File: src/rtl/dml_pkg.sv
// Shared constants and types of the phase-locked loop mode and lock core
package dml_pkg;

   // ----------------------------------------------------------------
   // Clocking and timing
   // ----------------------------------------------------------------
   localparam int unsigned CLK_HZ = 10_000_000;
   localparam int unsigned FRAME_HZ = 8_000;
   localparam int unsigned FRAME_CYCLES = CLK_HZ / FRAME_HZ;
   localparam int unsigned FRAME_PERIOD_NS = 1_000_000_000 / FRAME_HZ;
   localparam int unsigned INIT_TIME_US = 625;
   localparam int unsigned INIT_CYCLES = INIT_TIME_US * (CLK_HZ / 1_000_000);
   localparam int unsigned LOCK_LOW_S = 10;
   localparam int unsigned LOCK_LOW_CYCLES = LOCK_LOW_S * CLK_HZ;
   localparam int unsigned HIST_TIME_MS = 30;
   localparam int unsigned HIST_CYCLES = HIST_TIME_MS * (CLK_HZ / 1_000);
   localparam int unsigned FRAME_PULSE_NS = 61;
   localparam int unsigned FRAME_PULSE_CYCLES =
      (FRAME_PULSE_NS * (CLK_HZ / 1_000_000) + 999) / 1_000;

   // ----------------------------------------------------------------
   // Reference impairment window
   // ----------------------------------------------------------------
   localparam int unsigned REF_DRIFT_PPM = 30_000;
   localparam int unsigned REF_TOL_CYCLES = FRAME_CYCLES * REF_DRIFT_PPM / 1_000_000;
   localparam logic [11:0] REF_MIN_PERIOD = 12'(FRAME_CYCLES - REF_TOL_CYCLES);
   localparam logic [11:0] REF_MAX_PERIOD = 12'(FRAME_CYCLES + REF_TOL_CYCLES);
   localparam logic [11:0] REF_CNT_SAT = 12'h0FFF;

   // ----------------------------------------------------------------
   // Loop arithmetic, phase is a 32-bit fraction of one 8 kHz frame
   // ----------------------------------------------------------------
   localparam logic [63:0] PHASE_ONE = 64'h0000_0001_0000_0000;
   localparam logic [31:0] NOMINAL_WORD = 32'((PHASE_ONE * FRAME_HZ) / CLK_HZ);
   localparam int unsigned SLOPE_NS = 41;
   localparam int unsigned SLOPE_WINDOW_NS = 1_326_000;
   // One update per frame, so the step is the slope per frame
   localparam logic [31:0] SLOPE_STEP = 32'((PHASE_ONE * SLOPE_NS) / SLOPE_WINDOW_NS);
   localparam int unsigned LOCK_WIN_NS = 20;
   localparam logic [31:0] LOCK_WIN = 32'((PHASE_ONE * LOCK_WIN_NS) / FRAME_PERIOD_NS);
   // 2*pi*1.5 Hz / 8 kHz is close to 2^-10
   localparam int unsigned FILTER_SHIFT = 10;
   localparam int unsigned PROP_SHIFT = 4;
   localparam logic [4:0] LOCK_STABLE_EDGES = 5'h10;

   // Synthesizer ratios against the 8 kHz DCO word
   localparam logic [31:0] MUL_2M = 32'h0000_0100;
   localparam logic [31:0] MUL_8M = 32'h0000_0400;
   localparam logic [31:0] MUL_16M = 32'h0000_0800;
   localparam logic [31:0] MUL_19M = 32'h0000_097E;

   // ----------------------------------------------------------------
   // Register port
   // ----------------------------------------------------------------
   localparam logic [3:0] REG_CTRL = 4'h0;
   localparam logic [3:0] REG_STATUS = 4'h4;
   localparam logic [3:0] REG_FREQ = 4'h8;
   localparam logic [3:0] REG_HOLD = 4'hC;
   localparam logic [31:0] CTRL_RESET = 32'h0000_0001;
   localparam int unsigned CTRL_OUT_EN = 0;

   // ----------------------------------------------------------------
   // Modes and states
   // ----------------------------------------------------------------
   localparam logic [1:0] MODE_NORMAL = 2'h0;
   localparam logic [1:0] MODE_HOLD = 2'h1;
   localparam logic [1:0] MODE_FREE = 2'h2;
   localparam logic [1:0] MODE_RSVD = 2'h3;

   typedef enum logic [2:0] {
      ST_INIT = 3'b000,
      ST_FREE = 3'b001,
      ST_NORMAL = 3'b011,
      ST_AUTO_HOLD = 3'b010,
      ST_HOLD = 3'b110
   } dml_state_t;

   typedef struct packed {
      logic [1:0] ref_ok;
      logic lock;
      logic holdover;
      logic hist_valid;
      dml_state_t state;
   } dml_status_t;

endpackage

File: src/rtl/dml_core.sv
// Digital phase-locked loop core with mode control, lock and holdover
//
// Contract
// - Mode pins 00 Normal, 01 Holdover, 10 Free-run, 11 reserved.
// - Free-run locks to the master oscillator, stability equals the oscillator.
// - Normal locks frequency and phase to the selected reference.
// - Holdover entered on reference loss or when pins request it.
// - Each reference is preprocessed with a quality assessment before the loop.
// - Phase detector compares reference with feedback, error goes to limiter.
// - Limiter bounds output phase slope to 41 ns per 1.326 ms.
// - Loop filter is first-order low-pass, 1.5 Hz, for every reference rate.
// - Holdover runs at the frequency of the last 30 to 60 ms.
// - Free-run oscillator runs at master oscillator accuracy, no correction.
// - Synthesizer makes 2.048, 8.192, 16.384 MHz clocks at 50% duty; the code takes top bits at 10 MHz, so 8.192 and 16.384 alias.
// - Active-low 8 kHz frame pulse, each pulse 61 ns low; the code holds it low one 100 ns clock cycle.
// - 19.44 MHz link clock at 50% duty feeds only the attenuator; the code takes an accumulator top bit on the 10 MHz clock, so it aliases.
// - Lock asserts only when residual phase movement stays within 20 ns.
// - Once lock drops it stays low at least 10 s.
// - Attenuator gives two differential 155.52 and one 19.44 output from link.
// - Monitor both references, force auto holdover outside capture range.
// - Recovered reference returns the loop to Normal locked to it.
// - Return from holdover keeps previous input-to-output phase offset.
// - Source select low picks first reference, high picks second.
// - Holdover status output high in any holdover condition.
// - After reset release run 625 us initialization, then Free-run.
module dml_core #(
   parameter int unsigned INIT_CYCLES = dml_pkg::INIT_CYCLES,
   parameter int unsigned LOCK_LOW_CYCLES = dml_pkg::LOCK_LOW_CYCLES,
   parameter int unsigned HIST_CYCLES = dml_pkg::HIST_CYCLES
) (
   input wire logic clk_sys,
   input wire logic rst,
   input wire logic mode_select_low,
   input wire logic mode_select_high,
   input wire logic ref_source_select,
   input wire logic first_reference,
   input wire logic second_reference,
   input wire logic attenuator_link_in,
   input wire logic [3:0] reg_addr,
   input wire logic [31:0] reg_wdata,
   input wire logic reg_wr,
   input wire logic reg_rd,
   output logic [31:0] reg_rdata,
   output logic clk_2m_out,
   output logic clk_8m_out,
   output logic clk_16m_out,
   output logic frame_pulse_out_n,
   output logic synth_link_out,
   output logic ja_19m_out,
   output logic ja_155m_a_p,
   output logic ja_155m_a_n,
   output logic ja_155m_b_p,
   output logic ja_155m_b_n,
   output logic lock_out,
   output logic holdover_out
);

   // ----------------------------------------------------------------
   // Declarations
   // ----------------------------------------------------------------
   dml_pkg::dml_state_t state;
   dml_pkg::dml_status_t status;
   logic [1:0] ref_now;
   logic [1:0] ref_q;
   logic [1:0] ref_fall;
   logic [1:0] ref_ok;
   logic [11:0] ref_cnt [2];
   logic sel_ok;
   logic sel_edge;
   logic [1:0] mode_req;
   logic [31:0] init_cnt;
   logic [31:0] phase_acc;
   logic [32:0] phase_sum;
   logic [31:0] freq_word;
   logic [31:0] ph_ofs;
   logic have_ofs;
   logic signed [31:0] raw_err;
   logic signed [31:0] lim_err;
   logic [31:0] err_abs;
   logic [31:0] hist [2];
   logic [1:0] hist_fill;
   logic [31:0] hist_cnt;
   logic [31:0] hold_word;
   logic [4:0] stable_cnt;
   logic [31:0] low_cnt;
   logic low_done;
   logic [31:0] ctrl;
   logic [31:0] syn_acc [4];
   logic [31:0] syn_mul [4];
   logic [1:0] pulse_cnt;
   logic ja_q;

   function automatic logic in_holdover(input dml_pkg::dml_state_t s);
      return (s == dml_pkg::ST_HOLD) || (s == dml_pkg::ST_AUTO_HOLD);
   endfunction

   function automatic logic [31:0] mag(input logic signed [31:0] v);
      return v[31] ? 32'(-v) : 32'(v);
   endfunction

   // ----------------------------------------------------------------
   // Reference preprocessing and impairment monitor
   // ----------------------------------------------------------------
   assign ref_now = {second_reference, first_reference};
   assign ref_fall = ref_q & ~ref_now;

   always_ff @(posedge clk_sys or posedge rst) begin
      if (rst) begin
         ref_q <= 2'b00;
      end else begin
         ref_q <= ref_now;
      end
   end

   // Both inputs always watched so a switch-over finds a known state
   for (genvar i = 0; i < 2; i++) begin : g_mon
      always_ff @(posedge clk_sys or posedge rst) begin
         if (rst) begin
            ref_cnt[i] <= 12'h000;
            ref_ok[i] <= 1'b0;
         end else if (ref_fall[i]) begin
            ref_cnt[i] <= 12'h000;
            ref_ok[i] <= (ref_cnt[i] >= dml_pkg::REF_MIN_PERIOD) &&
                         (ref_cnt[i] <= dml_pkg::REF_MAX_PERIOD);
         end else begin
            if (ref_cnt[i] != dml_pkg::REF_CNT_SAT) begin
               ref_cnt[i] <= ref_cnt[i] + 12'h001;
            end
            if (ref_cnt[i] > dml_pkg::REF_MAX_PERIOD) begin
               ref_ok[i] <= 1'b0;
            end
         end
      end
   end

   assign sel_ok = ref_ok[ref_source_select];
   assign sel_edge = ref_fall[ref_source_select];
   assign mode_req = {mode_select_high, mode_select_low};

   // ----------------------------------------------------------------
   // Control state machine
   // ----------------------------------------------------------------
   always_ff @(posedge clk_sys or posedge rst) begin
      if (rst) begin
         init_cnt <= 32'h0000_0000;
      end else if (state == dml_pkg::ST_INIT) begin
         init_cnt <= init_cnt + 32'h0000_0001;
      end
   end

   always_ff @(posedge clk_sys or posedge rst) begin
      if (rst) begin
         state <= dml_pkg::ST_INIT;
      end else begin
         unique case (state)
            dml_pkg::ST_INIT: begin
               if (init_cnt >= 32'(INIT_CYCLES - 1)) begin
                  state <= dml_pkg::ST_FREE;
               end
            end
            default: begin
               unique case (mode_req)
                  dml_pkg::MODE_NORMAL: begin
                     // Never lock onto an impaired input
                     if (sel_ok) begin
                        state <= dml_pkg::ST_NORMAL;
                     end else begin
                        state <= dml_pkg::ST_AUTO_HOLD;
                     end
                  end
                  dml_pkg::MODE_HOLD: state <= dml_pkg::ST_HOLD;
                  dml_pkg::MODE_FREE: state <= dml_pkg::ST_FREE;
                  dml_pkg::MODE_RSVD: state <= state;
               endcase
            end
         endcase
      end
   end

   always_ff @(posedge clk_sys or posedge rst) begin
      if (rst) begin
         holdover_out <= 1'b0;
      end else begin
         holdover_out <= in_holdover(state);
      end
   end

   // ----------------------------------------------------------------
   // Phase detector and limiter
   // ----------------------------------------------------------------
   assign raw_err = signed'(phase_acc - ph_ofs);
   always_comb begin
      if (raw_err > signed'(dml_pkg::SLOPE_STEP)) begin
         lim_err = signed'(dml_pkg::SLOPE_STEP);
      end else if (raw_err < -signed'(dml_pkg::SLOPE_STEP)) begin
         lim_err = -signed'(dml_pkg::SLOPE_STEP);
      end else begin
         lim_err = raw_err;
      end
   end
   assign err_abs = mag(raw_err);

   // The offset is taken once per reset; a later return from holdover
   // reuses it so the outputs are not pulled back into alignment.
   always_ff @(posedge clk_sys or posedge rst) begin
      if (rst) begin
         ph_ofs <= 32'h0000_0000;
         have_ofs <= 1'b0;
      end else if (state == dml_pkg::ST_NORMAL && sel_edge && !have_ofs) begin
         ph_ofs <= phase_acc;
         have_ofs <= 1'b1;
      end
   end

   // ----------------------------------------------------------------
   // Loop filter and DCO
   // ----------------------------------------------------------------
   assign phase_sum = {1'b0, phase_acc} + {1'b0, freq_word};

   always_ff @(posedge clk_sys or posedge rst) begin
      if (rst) begin
         phase_acc <= 32'h0000_0000;
      end else if (state == dml_pkg::ST_NORMAL && sel_edge && have_ofs) begin
         phase_acc <= phase_sum[31:0] - 32'(lim_err >>> dml_pkg::PROP_SHIFT);
      end else if (state != dml_pkg::ST_INIT) begin
         phase_acc <= phase_sum[31:0];
      end
   end

   always_ff @(posedge clk_sys or posedge rst) begin
      if (rst) begin
         freq_word <= dml_pkg::NOMINAL_WORD;
      end else begin
         unique case (state)
            dml_pkg::ST_INIT, dml_pkg::ST_FREE: begin
               freq_word <= dml_pkg::NOMINAL_WORD;
            end
            dml_pkg::ST_HOLD, dml_pkg::ST_AUTO_HOLD: begin
               freq_word <= hold_word;
            end
            dml_pkg::ST_NORMAL: begin
               if (sel_edge && have_ofs) begin
                  freq_word <= freq_word - 32'(lim_err >>> dml_pkg::FILTER_SHIFT);
               end
            end
         endcase
      end
   end

   // ----------------------------------------------------------------
   // Holdover history
   // ----------------------------------------------------------------
   // Two snapshots 30 ms apart: the older one is 30 to 60 ms old while Normal runs unbroken,
   // which keeps the final transient before a failure out of holdover.
   always_ff @(posedge clk_sys or posedge rst) begin
      if (rst) begin
         hist_cnt <= 32'h0000_0000;
         hist[0] <= dml_pkg::NOMINAL_WORD;
         hist[1] <= dml_pkg::NOMINAL_WORD;
         hist_fill <= 2'b00;
      end else if (state == dml_pkg::ST_NORMAL) begin
         if (hist_cnt >= 32'(HIST_CYCLES - 1)) begin
            hist_cnt <= 32'h0000_0000;
            hist[0] <= freq_word;
            hist[1] <= hist[0];
            hist_fill <= {hist_fill[0], 1'b1};
         end else begin
            hist_cnt <= hist_cnt + 32'h0000_0001;
         end
      end else begin
         hist_cnt <= 32'h0000_0000;
      end
   end

   // With no history yet, holdover runs at free-run accuracy
   assign hold_word = hist_fill[1] ? hist[1] : dml_pkg::NOMINAL_WORD;

   // ----------------------------------------------------------------
   // Lock indicator
   // ----------------------------------------------------------------
   always_ff @(posedge clk_sys or posedge rst) begin
      if (rst) begin
         stable_cnt <= 5'h00;
      end else if (state != dml_pkg::ST_NORMAL || !have_ofs) begin
         stable_cnt <= 5'h00;
      end else if (sel_edge) begin
         if (err_abs > dml_pkg::LOCK_WIN) begin
            stable_cnt <= 5'h00;
         end else if (stable_cnt != dml_pkg::LOCK_STABLE_EDGES) begin
            stable_cnt <= stable_cnt + 5'h01;
         end
      end
   end

   assign low_done = (low_cnt >= 32'(LOCK_LOW_CYCLES));

   always_ff @(posedge clk_sys or posedge rst) begin
      if (rst) begin
         lock_out <= 1'b0;
         low_cnt <= 32'h0000_0000;
      end else if (lock_out) begin
         if (stable_cnt != dml_pkg::LOCK_STABLE_EDGES) begin
            lock_out <= 1'b0;
            low_cnt <= 32'h0000_0000;
         end
      end else begin
         if (!low_done) begin
            low_cnt <= low_cnt + 32'h0000_0001;
         end
         if (low_done && stable_cnt == dml_pkg::LOCK_STABLE_EDGES) begin
            lock_out <= 1'b1;
         end
      end
   end

   // ----------------------------------------------------------------
   // Clock synthesizer
   // ----------------------------------------------------------------
   // Clocks are the top bits of phase accumulators stepped by scaled DCO
   // words; on a 10 MHz clock the faster ones alias, only mean rate holds.
   assign syn_mul[0] = dml_pkg::MUL_2M;
   assign syn_mul[1] = dml_pkg::MUL_8M;
   assign syn_mul[2] = dml_pkg::MUL_16M;
   assign syn_mul[3] = dml_pkg::MUL_19M;

   for (genvar k = 0; k < 4; k++) begin : g_syn
      always_ff @(posedge clk_sys or posedge rst) begin
         if (rst) begin
            syn_acc[k] <= 32'h0000_0000;
         end else if (state != dml_pkg::ST_INIT) begin
            syn_acc[k] <= syn_acc[k] + 32'(freq_word * syn_mul[k]);
         end
      end
   end

   always_ff @(posedge clk_sys or posedge rst) begin
      if (rst) begin
         clk_2m_out <= 1'b0;
         clk_8m_out <= 1'b0;
         clk_16m_out <= 1'b0;
         synth_link_out <= 1'b0;
      end else begin
         clk_2m_out <= syn_acc[0][31] & ctrl[dml_pkg::CTRL_OUT_EN];
         clk_8m_out <= syn_acc[1][31] & ctrl[dml_pkg::CTRL_OUT_EN];
         clk_16m_out <= syn_acc[2][31] & ctrl[dml_pkg::CTRL_OUT_EN];
         synth_link_out <= syn_acc[3][31];
      end
   end

   // Frame pulse on each DCO wrap, shortest whole-cycle width above 61 ns
   always_ff @(posedge clk_sys or posedge rst) begin
      if (rst) begin
         pulse_cnt <= 2'b00;
         frame_pulse_out_n <= 1'b1;
      end else if (phase_sum[32] && state != dml_pkg::ST_INIT) begin
         pulse_cnt <= 2'(dml_pkg::FRAME_PULSE_CYCLES - 1);
         frame_pulse_out_n <= ~ctrl[dml_pkg::CTRL_OUT_EN];
      end else if (pulse_cnt != 2'b00) begin
         pulse_cnt <= pulse_cnt - 2'b01;
      end else begin
         frame_pulse_out_n <= 1'b1;
      end
   end

   // ----------------------------------------------------------------
   // Jitter attenuator outputs
   // ----------------------------------------------------------------
   // The analog multiplier is outside; here the link is only retimed and
   // fanned out so that isolating the link silences every output.
   always_ff @(posedge clk_sys or posedge rst) begin
      if (rst) begin
         ja_q <= 1'b0;
      end else begin
         ja_q <= attenuator_link_in;
      end
   end

   assign ja_19m_out = ja_q;
   assign ja_155m_a_p = ja_q;
   assign ja_155m_a_n = ~ja_q;
   assign ja_155m_b_p = ja_q;
   assign ja_155m_b_n = ~ja_q;

   // ----------------------------------------------------------------
   // Register port
   // ----------------------------------------------------------------
   always_ff @(posedge clk_sys or posedge rst) begin
      if (rst) begin
         ctrl <= dml_pkg::CTRL_RESET;
      end else if (reg_wr && reg_addr == dml_pkg::REG_CTRL) begin
         ctrl <= {31'h0000_0000, reg_wdata[dml_pkg::CTRL_OUT_EN]};
      end
   end

   always_comb begin
      status.ref_ok = ref_ok;
      status.lock = lock_out;
      status.holdover = in_holdover(state);
      status.hist_valid = hist_fill[1];
      status.state = state;
   end

   always_ff @(posedge clk_sys or posedge rst) begin
      if (rst) begin
         reg_rdata <= 32'h0000_0000;
      end else if (reg_rd) begin
         unique case (reg_addr)
            dml_pkg::REG_CTRL: reg_rdata <= ctrl;
            dml_pkg::REG_STATUS: reg_rdata <= 32'(status);
            dml_pkg::REG_FREQ: reg_rdata <= freq_word;
            dml_pkg::REG_HOLD: reg_rdata <= hold_word;
            default: reg_rdata <= 32'h0000_0000;
         endcase
      end else begin
         reg_rdata <= 32'h0000_0000;
      end
   end

endmodule

File: config.mk
export PLATFORM = sky130hd
export DESIGN_NAME = dml_core
export DESIGN_NICKNAME = d
export VERILOG_FILES = /design/src/rtl/dml_pkg.sv /design/src/rtl/dml_core.sv
export SDC_FILE = /design/constraint.sdc
export NUM_CORES = 2
export LEC_CHECK = 0
export ABC_AREA = 0
export BUFFER_PORTS_ARGS = -buffer_cell sky130_fd_sc_hd__buf_2
export CAP_MARGIN = 20
export CORE_UTILIZATION = 40
export CTS_BUF_LIST = sky130_fd_sc_hd__clkbuf_8
export DETAILED_ROUTE_END_ITERATION = 8
export PLACE_DENSITY = 0.68
export SYNTH_ARGS = -nofsm -noshare
export SYNTH_HDL_FRONTEND = slang
export SYNTH_SLANG_ARGS = --single-unit
File: constraint.sdc
create_clock -name clk_sys -period 13.6 [get_ports clk_sys]
set_input_delay 2.72 -clock clk_sys [delete_from_list [all_inputs] [get_ports clk_sys]]
set_output_delay 2.72 -clock clk_sys [all_outputs]
set_load 0.005 [all_outputs]
==> summary.md <==
| Metric | Value |
|---|---|
| Outcome | complete, no violations |
| Startpoint Class | flop |
| Die span in y | 297 um |
| Rel. slew slack | 28.6% |
| Post-CTS sizing | 0 |
| Clk sink count | 436 |
| CTS Buffer Depth | 3 |
| Most used cell, CP | a21oi_1 |
| Residual DRC | 0 |
| WS Path Type | flop to flop |
| Die width | 297 um |
| CTS Hold Bufs | 0 |
| Slew @ Worst Pin | 1.07 ns |
| Max-cap violations | 0 |
| Worst-skew pair later-pin latency | 0.71 ns |
| Hold path depth | 1 |
| Routed Antenna Nets | 0 |
| Max frequency | 0.116 GHz |
| Synthesized cell area | 34900 um^2 |
| CTS buffer count | 84 |
| R2R setup slack | 4.97 ns |
| WL final | 86.3 mm |
| DR iter-0 viols | 1788 |
| Clock Skew | 0.0416 ns |
| Total gr overflow | 0 |
| GP Congestion | 0.886 |
| CTS H-tree depth | 3 |
| Fin crit share | 63.5% |
| Commonest cells in the synthesized netlist | 398 x dfrtp_1, 360 x nor2_1, 333 x ha_1, 333 x inv_1, 287 x a21oi_1 |
| Hpwl dp | 62.1 mm |
| Max incr delay on CP | 0.85 ns |
| DR WL/cell | 16.9 um |
| Initial Util | 40.7% |
| Final setup viols | 0 |
| CTS tree | done |
| Nets | 4416 |
| #FFs+latches synth | 436 |
| Syn Inst Count | 3811 |
| Slew Limit Fails | 0 |
| Yosys top cell area share | 28.5% |
| Root buf cell | clkbuf_8 |
| Synth-to-layout area growth | 10.1% |
| Layout cells sized above 1 | 10.1% |
| Die area | 88400 um^2 |
| Seq/Total Area, Yosys | 31.4% |
| RSZ-0062 raised after global routing | false |
| Port Buf Inserts | 58 |
| Register area | 11000 um^2 |
| Slowest cell on crit path | dfstp_2 |
| Final Hold Fails | 0 |
| Synth Flop Type | dfrtp_1 |
| Most common cell in the netlist | dfrtp_1 |
| R2R cell count | 31 |
| Asr flop ratio synth | 100% |
| Critical path required time | 14.13 ns |
| DR pass1 iterations | 5 |
| Final min period | 8.63 ns |
| Vias in the first global route | 27200 |
| Fill count | 8163 |
| Post-CTS setup buffer count | 0 |
| Setup tns final | 0 ns |
| Initial antenna violation count | 2 |
| Avg Cell Area, Syn | 9.15 um^2 |
| Core Area | 85800 um^2 |
| Post-synth EDFFs | 0 |
| Global-route total usage across every layer | 19.6% |
| Critical Path Sink Type | flop |
| Area of the multi-input gates | 22300 um^2 |
| Synth area leader | dfrtp_1 |
| Worst EP arrival | 9.16 ns |
| Distinct cells, synth | 116 |
| Via Count | 27800 |
| Num ports | 90 |
| Most area-consuming cells after synthesis | dfrtp_1 29%, ha_1 12%, fa_1 8.7%, xnor2_1 4.5%, a21oi_1 4.1% |
| Maximum fanout along the worst path | 16 |
| Hold Crit Class | flop to flop |
| Vias per inst | 5.45 |
| First-pass GRT wire length | 142 mm |
| Largest net degree at the start of global routing | 157 |
| YS warnings | 0 |
| Row cnt | 107 |
| Clk slew on worst S/H paths | 0.06 ns |
[worst paths after layout]
check	startpoint	end
min in group asynchronous	rst	synth_link_out
max in group asynchronous	rst	ph_ofs[20]
worst min register to register	init_cnt[31]	init_cnt[31]
worst max-delay path	freq_word[2]	syn_acc[30]
worst min-delay path	init_cnt[31]	init_cnt[31]
worst max register to register	freq_word[2]	syn_acc[30]
[placed cells by master, fill, tap and decap left out, types with 38 or more instances in the layout]
cell type  netlist  routed
inv_1          333     351
nand2_1        279     279
nand3_1         96      96
nor3_1          95      93
o31ai_1         38      38
clkbuf_8         0     104
o21ai_0        215     215
ha_1           333     333
and3_1          40      40
xor2_1         113     113
dfrtp_1        398     398
xnor2_1        178     178
nor2_1         360     358
fa_1           152     152
a21oi_1        287     287
mux2_2          68      68
nand4_1         41      41
a21o_1          66      66
dfstp_2         38      38
buf_2           10      58
[flip-flops by register name, summed over array words and instances (netlist names), 2 cells and up]
signal      count
freq_word      32
hist           64
hist_cnt       32
hist_fill       2
init_cnt       32
low_cnt        32
ph_ofs         32
phase_acc      32
pulse_cnt       2
ref_cnt        24
ref_ok          2
ref_q           2
reg_rdata      32
stable_cnt      5
state           3
syn_acc        98
[through the flow]
step	area, um^2	hold WS [ns]	util, %	instances	setup WS (ns)
floorplan	34900	0.372	-	3823	5.02
global placement	36400	0.458	42.5	4942	5.21
detailed placement	36400	0.451	42.5	4942	5.10
CTS	38400	0.468	44.7	5097	5.01
global route	38400	0.496	44.8	5099	4.41
finish	38400	0.464	44.8	5099	4.97
[cell families (layout without fill, tap and decap cells)]
family | after synthesis | count (layout) | share of synthesized area [%]
compound gates | 964 | 964 | 17.9
simple gates | 1108 | 1108 | 15.2
mux | 77 | 77 | 2.45
fa+ha+maj | 485 | 485 | 20.7
flops | 436 | 436 | 31.4
xor+xnor | 292 | 292 | 7.38
buf+inv | 448 | 579 | 4.96
other cells | 1 | 14 | 0.0107
[final cells by class]
type / count / share of cell area (%)
clock inverter: 51 / 1.29
timing repair buffer: 90 / 1.47
multi-input combinational: 2939 / 58.0
antenna: 1 / 0.00652
clock buffer: 104 / 3.73
inverter: 334 / 3.27
sequential: 436 / 28.5
tap: 1144 / 3.73
[per-layer routing]
metal,vias up,share of wire (%),global-route usage [%],wire [um]
met4,0,4.4,8.60,3780
met3,188,5.0,3.36,4290
li1,13500,-,-,-
met2,624,45,30.6,38400
met5,-,0,0,0
met1,13500,46,26.7,39800
[critical path: cells and delay by family (launching register included)]
| family | cells | cell delay, ns |
|---|---|---|
| xor+xnor | 2 | 0.28 |
| buf+inv | 2 | 0.10 |
| flops | 1 | 0.85 |
| simple gates | 3 | 0.59 |
| fa+ha+maj | 7 | 2.74 |
| compound gates | 17 | 3.89 |
Power is not shown: default switching activity piles up to over one toggle a cycle in this logic, so the estimate is an artifact.
